--- config.mk ---
export PLATFORM = sky130hd
export DESIGN_NAME = irq_sleep_ctrl
export DESIGN_NICKNAME = d
export VERILOG_FILES = /design/src/design/irq_sleep_pkg.sv /design/src/design/irq_sleep_ctrl.sv
export SDC_FILE = /design/constraint.sdc
export NUM_CORES = 1
export LEC_CHECK = 0
export BUFFER_PORTS_ARGS = -buffer_cell sky130_fd_sc_hd__buf_4
export CORE_MARGIN = 5
export CORE_UTILIZATION = 35
export CTS_CLUSTER_SIZE = 24
export DETAILED_ROUTE_END_ITERATION = 7
export GPL_TIMING_DRIVEN = 0
export PLACE_DENSITY = 0.69
export SLEW_MARGIN = 20
export SYNTH_ARGS = -nofsm -noshare
export SYNTH_HDL_FRONTEND = slang
export SYNTH_SLANG_ARGS = --single-unit
--- constraint.sdc ---
create_clock -name pclk -period 2.8 [get_ports pclk]
set_clock_uncertainty 0.1 [all_clocks]
set_input_delay 0.84 -clock pclk [delete_from_list [all_inputs] [get_ports pclk]]
set_output_delay 0.84 -clock pclk [all_outputs]
set_load 0.005 [all_outputs]
--- src/design/irq_sleep_pkg.sv ---
// Purpose: Shared constants and types for interrupt entry and sleep control
// Assumes: pclk at 200 MHz, APB register access
// Notes:   Program addresses are 12 bits wide
package irq_sleep_pkg;
    // Register map, byte addresses
    localparam logic [11:0] OPTION_ADDR     = 12'h0c8;
    localparam logic [11:0] STATUS_ADDR     = 12'h0cc;
    localparam logic [7:0]  OPTION_RESET    = 8'h00;
    // Option fields
    localparam int          LEVEL_SEL_BIT   = 6;
    localparam int          EDGE_SEL_BIT    = 5;
    localparam int          GLOBAL_EN_BIT   = 4;
    localparam logic [7:0]  OPTION_MASK     = 8'h70;
    // Vector addresses
    localparam logic [11:0] VEC_RESET       = 12'hffe;
    localparam logic [11:0] VEC_NMI         = 12'hffc;
    localparam logic [11:0] VEC_PORT_A      = 12'hff6;
    localparam logic [11:0] VEC_PORT_B      = 12'hff4;
    localparam logic [11:0] VEC_TIMER       = 12'hff2;
    localparam logic [11:0] VEC_CONVERTER   = 12'hff0;
    // Timing
    localparam int          OSC_PER_CPU     = 13;
    localparam int          RESP_MIN_CPU    = 6;
    localparam int          RESP_MAX_CPU    = 11;
    localparam int          STOP_WAKE_CYC   = 2048;
    localparam int          EARLY_LDI_CYC   = 3;

    typedef enum logic [1:0] {
        FLAGS_NORMAL  = 2'b00,
        FLAGS_SERVICE = 2'b01,
        FLAGS_NMI     = 2'b10
    } flag_set_t;

    typedef enum logic [2:0] {
        ST_RUN     = 3'b000,
        ST_WAIT    = 3'b001,
        ST_STOP    = 3'b010,
        ST_RESTART = 3'b011,
        ST_ENTRY   = 3'b100
    } power_state_t;

    // Entry command to the core
    typedef struct packed {
        logic        valid;
        logic [11:0] vector;
        logic [11:0] stacked_pc;
        flag_set_t   flags;
    } entry_t;
endpackage

--- src/design/irq_sleep_ctrl.sv ---
// Purpose: Interrupt entry, priority, option register and WAIT/STOP control
// Assumes: Core pulses instruction boundary, WAIT, STOP and return events
// Notes:   Pins are synchronised; CPU cycle is a 13-clock enable
//
// What this block does
// - Entry swaps active flags to service pair, or NMI pair for NMI.
// - Entry pushes current program counter onto top of stack.
// - Normal requests blocked during service; NMI still accepted.
// - Entry loads its vector, then clears accepted source latch next cycle.
// - Vectors: A FF6, B FF4, NMI FFC, reset FFE, timer FF2, ADC FF0.
// - Return from service restores normal flags and re-enables requests.
// - Request in first 3 cycles of clearing write keeps normal flags.
// - Vector load to routine ready always takes 6 CPU cycle ticks.
// - One CPU cycle lasts 13 oscillator cycles.
// - Option register at C8 resets to zero and is write-only.
// - Option bit 6: port A falling edge or low level.
// - Option bit 5: port B falling or rising edge.
// - Option bit 4 globally enables maskable interrupts.
// - With enable clear, NMI is served but does not wake.
// - After reset, device starts in RUN mode.
// - WAIT halts execution, oscillator keeps running.
// - WAIT exits on reset, peripheral or pin interrupt.
// - STOP halts execution and stops the oscillator.
// - STOP exits on pin or timer interrupt, not converter.
// - Every STOP exit waits 2048 clocks before vectoring.
// - With watchdog, STOP acts as WAIT unless option set and NMI high.
// - Priority NMI, port A, port B, timer, converter.
// - Events during disabled enable stay latched for later.
// - NMI falling edge sets latch cleared on NMI entry.
// - WAIT and STOP not executed while enabled request pending.
module irq_sleep_ctrl (
    // APB
    input  wire logic                 pclk,
    input  wire logic                 presetn,
    input  wire logic                 psel,
    input  wire logic                 penable,
    input  wire logic                 pwrite,
    input  wire logic [11:0]          paddr,
    input  wire logic [31:0]          pwdata,
    output logic      [31:0]          prdata,
    output logic                      pready,
    output logic                      pslverr,
    // Pins
    input  wire logic                 nmi_pin,
    input  wire logic                 port_a_pin,
    input  wire logic                 port_b_pin,
    // Peripheral flags, same clock
    input  wire logic                 timer_underflow_flag,
    input  wire logic                 converter_done_flag,
    // Core
    input  wire logic                 instr_boundary,
    input  wire logic [11:0]          core_pc,
    input  wire logic                 wait_exec,
    input  wire logic                 stop_exec,
    input  wire logic                 return_from_service,
    input  wire logic                 option_clear_early,
    input  wire logic                 watchdog_active,
    input  wire logic                 stop_with_watchdog_option,
    output irq_sleep_pkg::entry_t     entry,
    output logic                      routine_ready,
    output logic                      cpu_halted,
    output logic                      osc_enable,
    output logic                      watchdog_freeze,
    output logic                      cpu_tick
);
    localparam logic [3:0] TICK_LAST = 4'(irq_sleep_pkg::OSC_PER_CPU - 1);
    localparam logic [3:0] RESP_LAST = 4'(irq_sleep_pkg::RESP_MIN_CPU - 1);
    localparam logic [10:0] WAKE_LAST =
        11'(irq_sleep_pkg::STOP_WAKE_CYC - 1);

    // Synchronisers
    logic [2:0] sync1;
    logic [2:0] sync2;
    logic [2:0] prev;
    always_ff @(posedge pclk or negedge presetn) begin
        if (!presetn) begin
            sync1 <= 3'h7;
            sync2 <= 3'h7;
            prev  <= 3'h7;
        end else begin
            sync1 <= {port_b_pin, port_a_pin, nmi_pin};
            sync2 <= sync1;
            prev  <= sync2;
        end
    end
    wire nmi_s = sync2[0];
    wire pa_s  = sync2[1];
    wire pb_s  = sync2[2];

    // CPU cycle divider
    logic [3:0] div_cnt;
    always_ff @(posedge pclk or negedge presetn) begin
        if (!presetn)
            div_cnt <= 4'h0;
        else if (osc_enable)
            div_cnt <= (div_cnt == TICK_LAST) ? 4'h0 : div_cnt + 4'h1;
    end
    assign cpu_tick = osc_enable && (div_cnt == TICK_LAST);

    // Option register, write-only
    logic [7:0] option_reg;
    wire apb_access = psel && penable;
    wire opt_write  = apb_access && pwrite &&
                      (paddr == irq_sleep_pkg::OPTION_ADDR);
    always_ff @(posedge pclk or negedge presetn) begin
        if (!presetn)
            option_reg <= irq_sleep_pkg::OPTION_RESET;
        else if (opt_write)
            option_reg <= pwdata[7:0] & irq_sleep_pkg::OPTION_MASK;
    end
    wire level_sel  = option_reg[irq_sleep_pkg::LEVEL_SEL_BIT];
    wire edge_rise  = option_reg[irq_sleep_pkg::EDGE_SEL_BIT];
    wire global_en  = option_reg[irq_sleep_pkg::GLOBAL_EN_BIT];

    // Edge detection
    wire nmi_fall = prev[0] && !nmi_s;
    wire pa_fall  = prev[1] && !pa_s;
    wire pb_edge  = edge_rise ? (!prev[2] && pb_s)
                              : (prev[2] && !pb_s);

    // Request latches
    logic nmi_latch;
    logic pa_latch;
    logic pb_latch;
    logic [2:0] take_sel;
    logic       take;
    wire clr_nmi = take && take_sel == 3'd0;
    wire clr_pa  = take && take_sel == 3'd1;
    wire clr_pb  = take && take_sel == 3'd2;
    always_ff @(posedge pclk or negedge presetn) begin
        if (!presetn) begin
            nmi_latch <= 1'b0;
            pa_latch  <= 1'b0;
            pb_latch  <= 1'b0;
        end else begin
            // Set wins over clear
            nmi_latch <= nmi_fall || (nmi_latch && !clr_nmi);
            pa_latch  <= pa_fall || (pa_latch && !clr_pa);
            pb_latch  <= pb_edge || (pb_latch && !clr_pb);
        end
    end

    // Pending requests
    wire pa_req  = level_sel ? !pa_s : pa_latch;
    wire [3:0] mask_req = {converter_done_flag, timer_underflow_flag,
                           pb_latch, pa_req};
    logic [1:0] flag_mode;
    wire in_service = flag_mode != 2'(irq_sleep_pkg::FLAGS_NORMAL);
    logic       in_nmi;
    logic       nmi_from_svc;
    wire mask_ok = global_en && !in_service;
    wire [3:0] mask_pend = mask_req & {4{mask_ok}};
    wire nmi_pend = nmi_latch && !in_nmi;
    wire any_pend = nmi_pend || (|mask_pend);

    function automatic logic [2:0] pick(input logic nmi,
                                        input logic [3:0] m);
        if (nmi)       pick = 3'd0;
        else if (m[0]) pick = 3'd1;
        else if (m[1]) pick = 3'd2;
        else if (m[2]) pick = 3'd3;
        else           pick = 3'd4;
    endfunction

    function automatic logic [11:0] vec_of(input logic [2:0] s);
        case (s)
            3'd0:    vec_of = irq_sleep_pkg::VEC_NMI;
            3'd1:    vec_of = irq_sleep_pkg::VEC_PORT_A;
            3'd2:    vec_of = irq_sleep_pkg::VEC_PORT_B;
            3'd3:    vec_of = irq_sleep_pkg::VEC_TIMER;
            default: vec_of = irq_sleep_pkg::VEC_CONVERTER;
        endcase
    endfunction

    wire [2:0] winner = pick(nmi_pend, mask_pend);

    // Wake sources
    wire wake_wait = global_en && (|mask_req || nmi_latch);
    wire wake_stop = global_en &&
                     (nmi_latch || mask_req[0] || pb_latch ||
                      timer_underflow_flag);
    wire stop_real = !watchdog_active ||
                     (stop_with_watchdog_option && nmi_s);

    // Power and entry sequencing
    irq_sleep_pkg::power_state_t state;
    logic [10:0] wake_cnt;
    logic [3:0]  resp_cnt;
    always_ff @(posedge pclk or negedge presetn) begin
        if (!presetn) begin
            state         <= irq_sleep_pkg::ST_RUN;
            wake_cnt      <= 11'h0;
            resp_cnt      <= 4'h0;
            flag_mode     <= 2'(irq_sleep_pkg::FLAGS_NORMAL);
            in_nmi        <= 1'b0;
            nmi_from_svc  <= 1'b0;
            take          <= 1'b0;
            take_sel      <= 3'd0;
            entry         <= '0;
            routine_ready <= 1'b0;
        end else begin
            take          <= 1'b0;
            routine_ready <= 1'b0;
            entry.valid   <= 1'b0;
            unique case (state)
                irq_sleep_pkg::ST_RUN: begin
                    if (instr_boundary && any_pend) begin
                        take     <= 1'b1;
                        take_sel <= winner;
                        entry.valid  <= 1'b1;
                        entry.vector <= vec_of(winner);
                        entry.stacked_pc <= core_pc;
                        if (winner == 3'd0) begin
                            entry.flags <= irq_sleep_pkg::FLAGS_NMI;
                            in_nmi      <= 1'b1;
                            // Nested NMI hands service mode back
                            nmi_from_svc <= in_service &&
                                            !return_from_service;
                        end else if (option_clear_early)
                            entry.flags <= irq_sleep_pkg::FLAGS_NORMAL;
                        else
                            entry.flags <= irq_sleep_pkg::FLAGS_SERVICE;
                        flag_mode <= (winner == 3'd0)
                            ? 2'(irq_sleep_pkg::FLAGS_NMI)
                            : 2'(irq_sleep_pkg::FLAGS_SERVICE);
                        resp_cnt <= 4'h0;
                        state    <= irq_sleep_pkg::ST_ENTRY;
                    end else if (return_from_service) begin
                        if (in_nmi) begin
                            in_nmi    <= 1'b0;
                            flag_mode <= nmi_from_svc
                                ? 2'(irq_sleep_pkg::FLAGS_SERVICE)
                                : 2'(irq_sleep_pkg::FLAGS_NORMAL);
                        end else
                            flag_mode <= 2'(irq_sleep_pkg::FLAGS_NORMAL);
                    end else if (stop_exec && !any_pend) begin
                        state <= stop_real ? irq_sleep_pkg::ST_STOP
                                           : irq_sleep_pkg::ST_WAIT;
                    end else if (wait_exec && !any_pend)
                        state <= irq_sleep_pkg::ST_WAIT;
                end
                irq_sleep_pkg::ST_WAIT: begin
                    if (wake_wait)
                        state <= irq_sleep_pkg::ST_RUN;
                end
                irq_sleep_pkg::ST_STOP: begin
                    if (wake_stop) begin
                        wake_cnt <= 11'h0;
                        state    <= irq_sleep_pkg::ST_RESTART;
                    end
                end
                irq_sleep_pkg::ST_RESTART: begin
                    wake_cnt <= wake_cnt + 11'h1;
                    if (wake_cnt == WAKE_LAST)
                        state <= irq_sleep_pkg::ST_RUN;
                end
                irq_sleep_pkg::ST_ENTRY: begin
                    if (cpu_tick) begin
                        resp_cnt <= resp_cnt + 4'h1;
                        if (resp_cnt == RESP_LAST) begin
                            routine_ready <= 1'b1;
                            state <= irq_sleep_pkg::ST_RUN;
                        end
                    end
                end
                default: state <= irq_sleep_pkg::ST_RUN;
            endcase
        end
    end

    assign cpu_halted = state == irq_sleep_pkg::ST_WAIT ||
                        state == irq_sleep_pkg::ST_STOP ||
                        state == irq_sleep_pkg::ST_RESTART;
    assign osc_enable = state != irq_sleep_pkg::ST_STOP;
    assign watchdog_freeze = state == irq_sleep_pkg::ST_STOP ||
                             state == irq_sleep_pkg::ST_RESTART;

    // APB answer: status readable, option reads zero
    wire status_rd = apb_access && !pwrite &&
                     (paddr == irq_sleep_pkg::STATUS_ADDR);
    wire mapped = paddr == irq_sleep_pkg::OPTION_ADDR ||
                  paddr == irq_sleep_pkg::STATUS_ADDR;
    always_ff @(posedge pclk or negedge presetn) begin
        if (!presetn)
            prdata <= 32'h0;
        else if (psel && !penable)
            prdata <= (!pwrite && paddr == irq_sleep_pkg::STATUS_ADDR)
                ? {24'h0, state, flag_mode, nmi_latch, pb_latch, pa_latch}
                : 32'h0;
    end
    assign pready  = 1'b1;
    assign pslverr = apb_access && !mapped;

    // Checks
    a_wake_delay_len: assert property (@(posedge pclk) disable iff (!presetn)
        state == irq_sleep_pkg::ST_STOP && wake_stop |=> cpu_halted [*8])
        else $error("stop restart ended too early");
    a_entry_vector_nmi: assert property (@(posedge pclk)
        disable iff (!presetn)
        entry.valid && entry.flags == irq_sleep_pkg::FLAGS_NMI
        |-> entry.vector == irq_sleep_pkg::VEC_NMI)
        else $error("nmi entry used wrong vector");
    a_option_write: assert property (@(posedge pclk) disable iff (!presetn)
        opt_write |=> global_en == $past(pwdata[4]))
        else $error("option write not applied");
    a_no_nest_mask: assert property (@(posedge pclk) disable iff (!presetn)
        in_service && !in_nmi && entry.valid |->
        entry.flags == irq_sleep_pkg::FLAGS_NMI || $past(!in_service))
        else $error("maskable entry nested");
    a_latch_clear: assert property (@(posedge pclk) disable iff (!presetn)
        take && take_sel == 3'd0 && !nmi_fall |=> !nmi_latch)
        else $error("nmi latch not cleared");
    a_no_sleep_pend: assert property (@(posedge pclk) disable iff (!presetn)
        state == irq_sleep_pkg::ST_RUN && any_pend && !instr_boundary
        |=> !cpu_halted)
        else $error("sleep entered with pending request");
    a_stop_no_adc: assert property (@(posedge pclk) disable iff (!presetn)
        state == irq_sleep_pkg::ST_STOP && !nmi_latch && !pa_req &&
        !pb_latch && !timer_underflow_flag |=> state == irq_sleep_pkg::ST_STOP)
        else $error("stop left without a wake source");
    a_entry_pc_stack: assert property (@(posedge pclk) disable iff (!presetn)
        state == irq_sleep_pkg::ST_RUN && instr_boundary && any_pend
        |=> entry.valid && entry.stacked_pc == $past(core_pc))
        else $error("pc not stacked on entry");
    a_ready_delay: assert property (@(posedge pclk) disable iff (!presetn)
        entry.valid |-> !routine_ready [*8])
        else $error("routine ready too soon");
endmodule

==> results_dict.tcl <==
set metrics [dict create \
    worstHoldEndpoint "sync2[2]" \
    synthAdderAreaFrac 0.0179 \
    ir_drop_v 0.000430 \
    ys_ff_latch 71 \
    fin_crit_sh 0.970 \
    tightest_slew_ns 0.874 \
    start_kind "input port" \
    tritoncts "yes" \
    synthCells 361 \
    multi_input_area_mm2 0.00142 \
    hp-class "flop to flop" \
    largest_register_ffs 18 \
    first_iter_violations 109 \
    reg.largest.list "entry: 18 flops, wake_cnt: 11 flops, prdata: 8 flops" \
    post_cts_buffers 0 \
    maxSlewViolCount 0 \
    grt_pass1_vias 2741 \
    final_nets 557 \
    root_buffer "clkbuf_8" \
    syn-cell-area_mm2 0.00349 \
    regMostFlops "entry" \
    synth_top_family_by_area "simple AND/OR/NAND/NOR gates" \
    cellPowerDensity_mw_per_mm2 791 \
    p_leak_nw 2.28 \
    slew_headroom 0.417 \
    critPathKind "input port to flop" \
    r2r_start "pb_latch" \
    synth-edff-count 0 \
    worstReg2RegEnd "state[0]" \
    antenna_found_initial 0 \
    numCtsBuffers 9 \
    drtAntennaViolNets 0 \
    fillers 923 \
    coreArea_mm2 0.00977 \
    async_flop_share 1.00 \
    clk_pin_slew_ns 0.07 \
    synth_area_leaders "dfrtp_1 44%, buf_4 7.7%, nand2_1 7.6%" \
    synth_seq_area_share 0.512 \
    gp_congestion 0.810 \
    avgSynthCellArea_um2 9.68 \
    cts_hold_buffers 0 \
    fp-row-count 36 \
    vias 2854 \
    gr-usage-all-layers 0.138 \
    final_hold_viol_count 0 \
    reg2reg_slack_ns 0.21 \
    dpl-instance-area_mm2 0.00437 \
    outcome "completed" \
    avgRoutedWirePerCell_um 13.0 \
    dpl.hpwl_mm 6.03 \
    htreeDepth 3 \
    synth-simple-area-share 0.196 \
    insertion_delay_ns 0.34 \
    cp_data_required_time_ns 2.93 \
    design_area_mm2 0.00458 \
    grt_max_degree 72 \
    ff2ff_path_depth 6 \
    grt_pass1_wl_mm 13.1 \
    routed_via_density 4.63 \
    critical_path.endpoint_type "flop" \
    die_y_um 110 \
    worstHoldStart "sync1[2]" \
    netlist.area_leader.share 0.444 \
    synth_compound_area_frac 0.140 \
    clock-sinks 71 \
    fin_crit_ns 2.72 \
    pre_cts_slack_ns -0.479 \
    drive_above_1_share 0.345 \
    clockBufferDepth 2 \
    fin_ws_ns 0.0847 \
    synthMuxAreaShare 0.0158 \
    firstDrtPassIters 4 \
    die_width_um 110 \
    io_buffers 83 \
    final-seq-area_mm2 0.00179 \
    arrival_ns 2.84 \
    whs_path_depth 0 \
    yosys.cell_count.top_type "nand2_1" \
    rsz0062_at_grt "no" \
    start_util 0.357 \
    n_antenna_cell 0 \
    cts_resized 1 \
    synthXorXnorAreaFrac 0.00501 \
    synthFlopType "dfrtp_1" \
    ios 139 \
    setup-violations-final 0 \
    ys_types 57 \
    maxCapViolations 0 \
    drc 0 \
    grt_overflow 0 \
    ys_warn_count 0 \
    dieArea_mm2 0.0121 \
    critPathMaxFanout 9 \
    synthTopCellsByCount "71 x nand2_1, 62 x dfrtp_1, 36 x buf_4" \
    area_growth_pct 31.2 \
    routed_wirelength_mm 8.04 \
    synth_top_area_cell "dfrtp_1" \
    max_clock_freq_mhz 368 \
    p_total_mw 3.62 \
]
==> per-layer routing <==
layer,routed length [µm],up-vias,GRT usage,part of all wire
met2,3830,92,0.211,0.48
met3,645,11,0.0376,0.080
met4,128,0,0.0579,0.016
li1,-,1419,-,-
met1,3440,1332,0.184,0.43
met5,0,-,0,0
==> layout make-up <==
| class | instances | share of cell area |
|---|---|---|
| buffer | 45 | 0.0729 |
| clock buffer | 10 | 0.0300 |
| clock inverter | 6 | 0.0131 |
| inverter | 15 | 0.0126 |
| multi-input combinational | 254 | 0.309 |
| sequential | 71 | 0.390 |
| tap | 133 | 0.0363 |
| timing repair buffer | 83 | 0.136 |
==> logic make-up (layout without fill, tap and decap cells) <==
family          Yosys count  after routing
compound gates           72             72
xor+xnor                  2              2
fa+ha+maj                 5              5
buf+inv                  60            159
flops                    71             71
mux                       5              5
other cells               2             26
simple gates            144            144
==> cells in the final DEF (no fill, tap or decap), types with 5 or more instances in the layout <==
cell        n
a21oi_1     5
a22o_1      9
and3_1      5
buf_4     119
clkbuf_8   10
conb_1     26
dfrtp_1    62
dfstp_2     9
ha_1        5
inv_1      14
nand2_1    71
nand3_1    11
nor2_1     21
o21ai_0    29
o31ai_1     7
==> critical path, stage by stage <==
cell and delay (ns):
buf_4 0.12, or3_1 0.33, o311a_1 0.30, buf_6 0.14, or4_4 0.48, a311oi_2 0.27
mux2_2 0.36
==> metrics by stage <==
| stage | cells | utilization | hold WS [ns] | TNS [ns] |
|---|---|---|---|---|
| 6_report | 617 | 0.469 | 0.257 | 0 |
| 5_1_grt | 617 | 0.469 | 0.262 | 0 |
| 4_1_cts | 617 | 0.468 | 0.257 | 0 |
| 3_5_place_dp | 601 | 0.447 | 0.247 | -6.52 |
| 3_3_place_gp | 601 | 0.447 | 0.247 | -5.44 |
| 2_1_floorplan | 385 | - | 0.245 | -0.0783 |
==> report_power, final <==
part | switching [mW] | internal, mW | total, mW | leakage [nW]
Clock | 0.382 | 0.431 | 0.813 | 0.0981
Sequential | 0.224 | 1.31 | 1.53 | 0.869
Combinational | 0.667 | 0.610 | 1.28 | 1.31
==> worst max path at each step <==
stage                                   start  endpoint  slack (ns)
after CTS                 converter_done_flag  entry[6]        0.05
after global placement    converter_done_flag  entry[9]       -0.41
final                     converter_done_flag  state[0]        0.08
after detailed placement  converter_done_flag  entry[6]       -0.48
after global routing      converter_done_flag  state[0]        0.06
after floorplan           converter_done_flag  state[0]       -0.08
(Power assumes the default switching activity.)
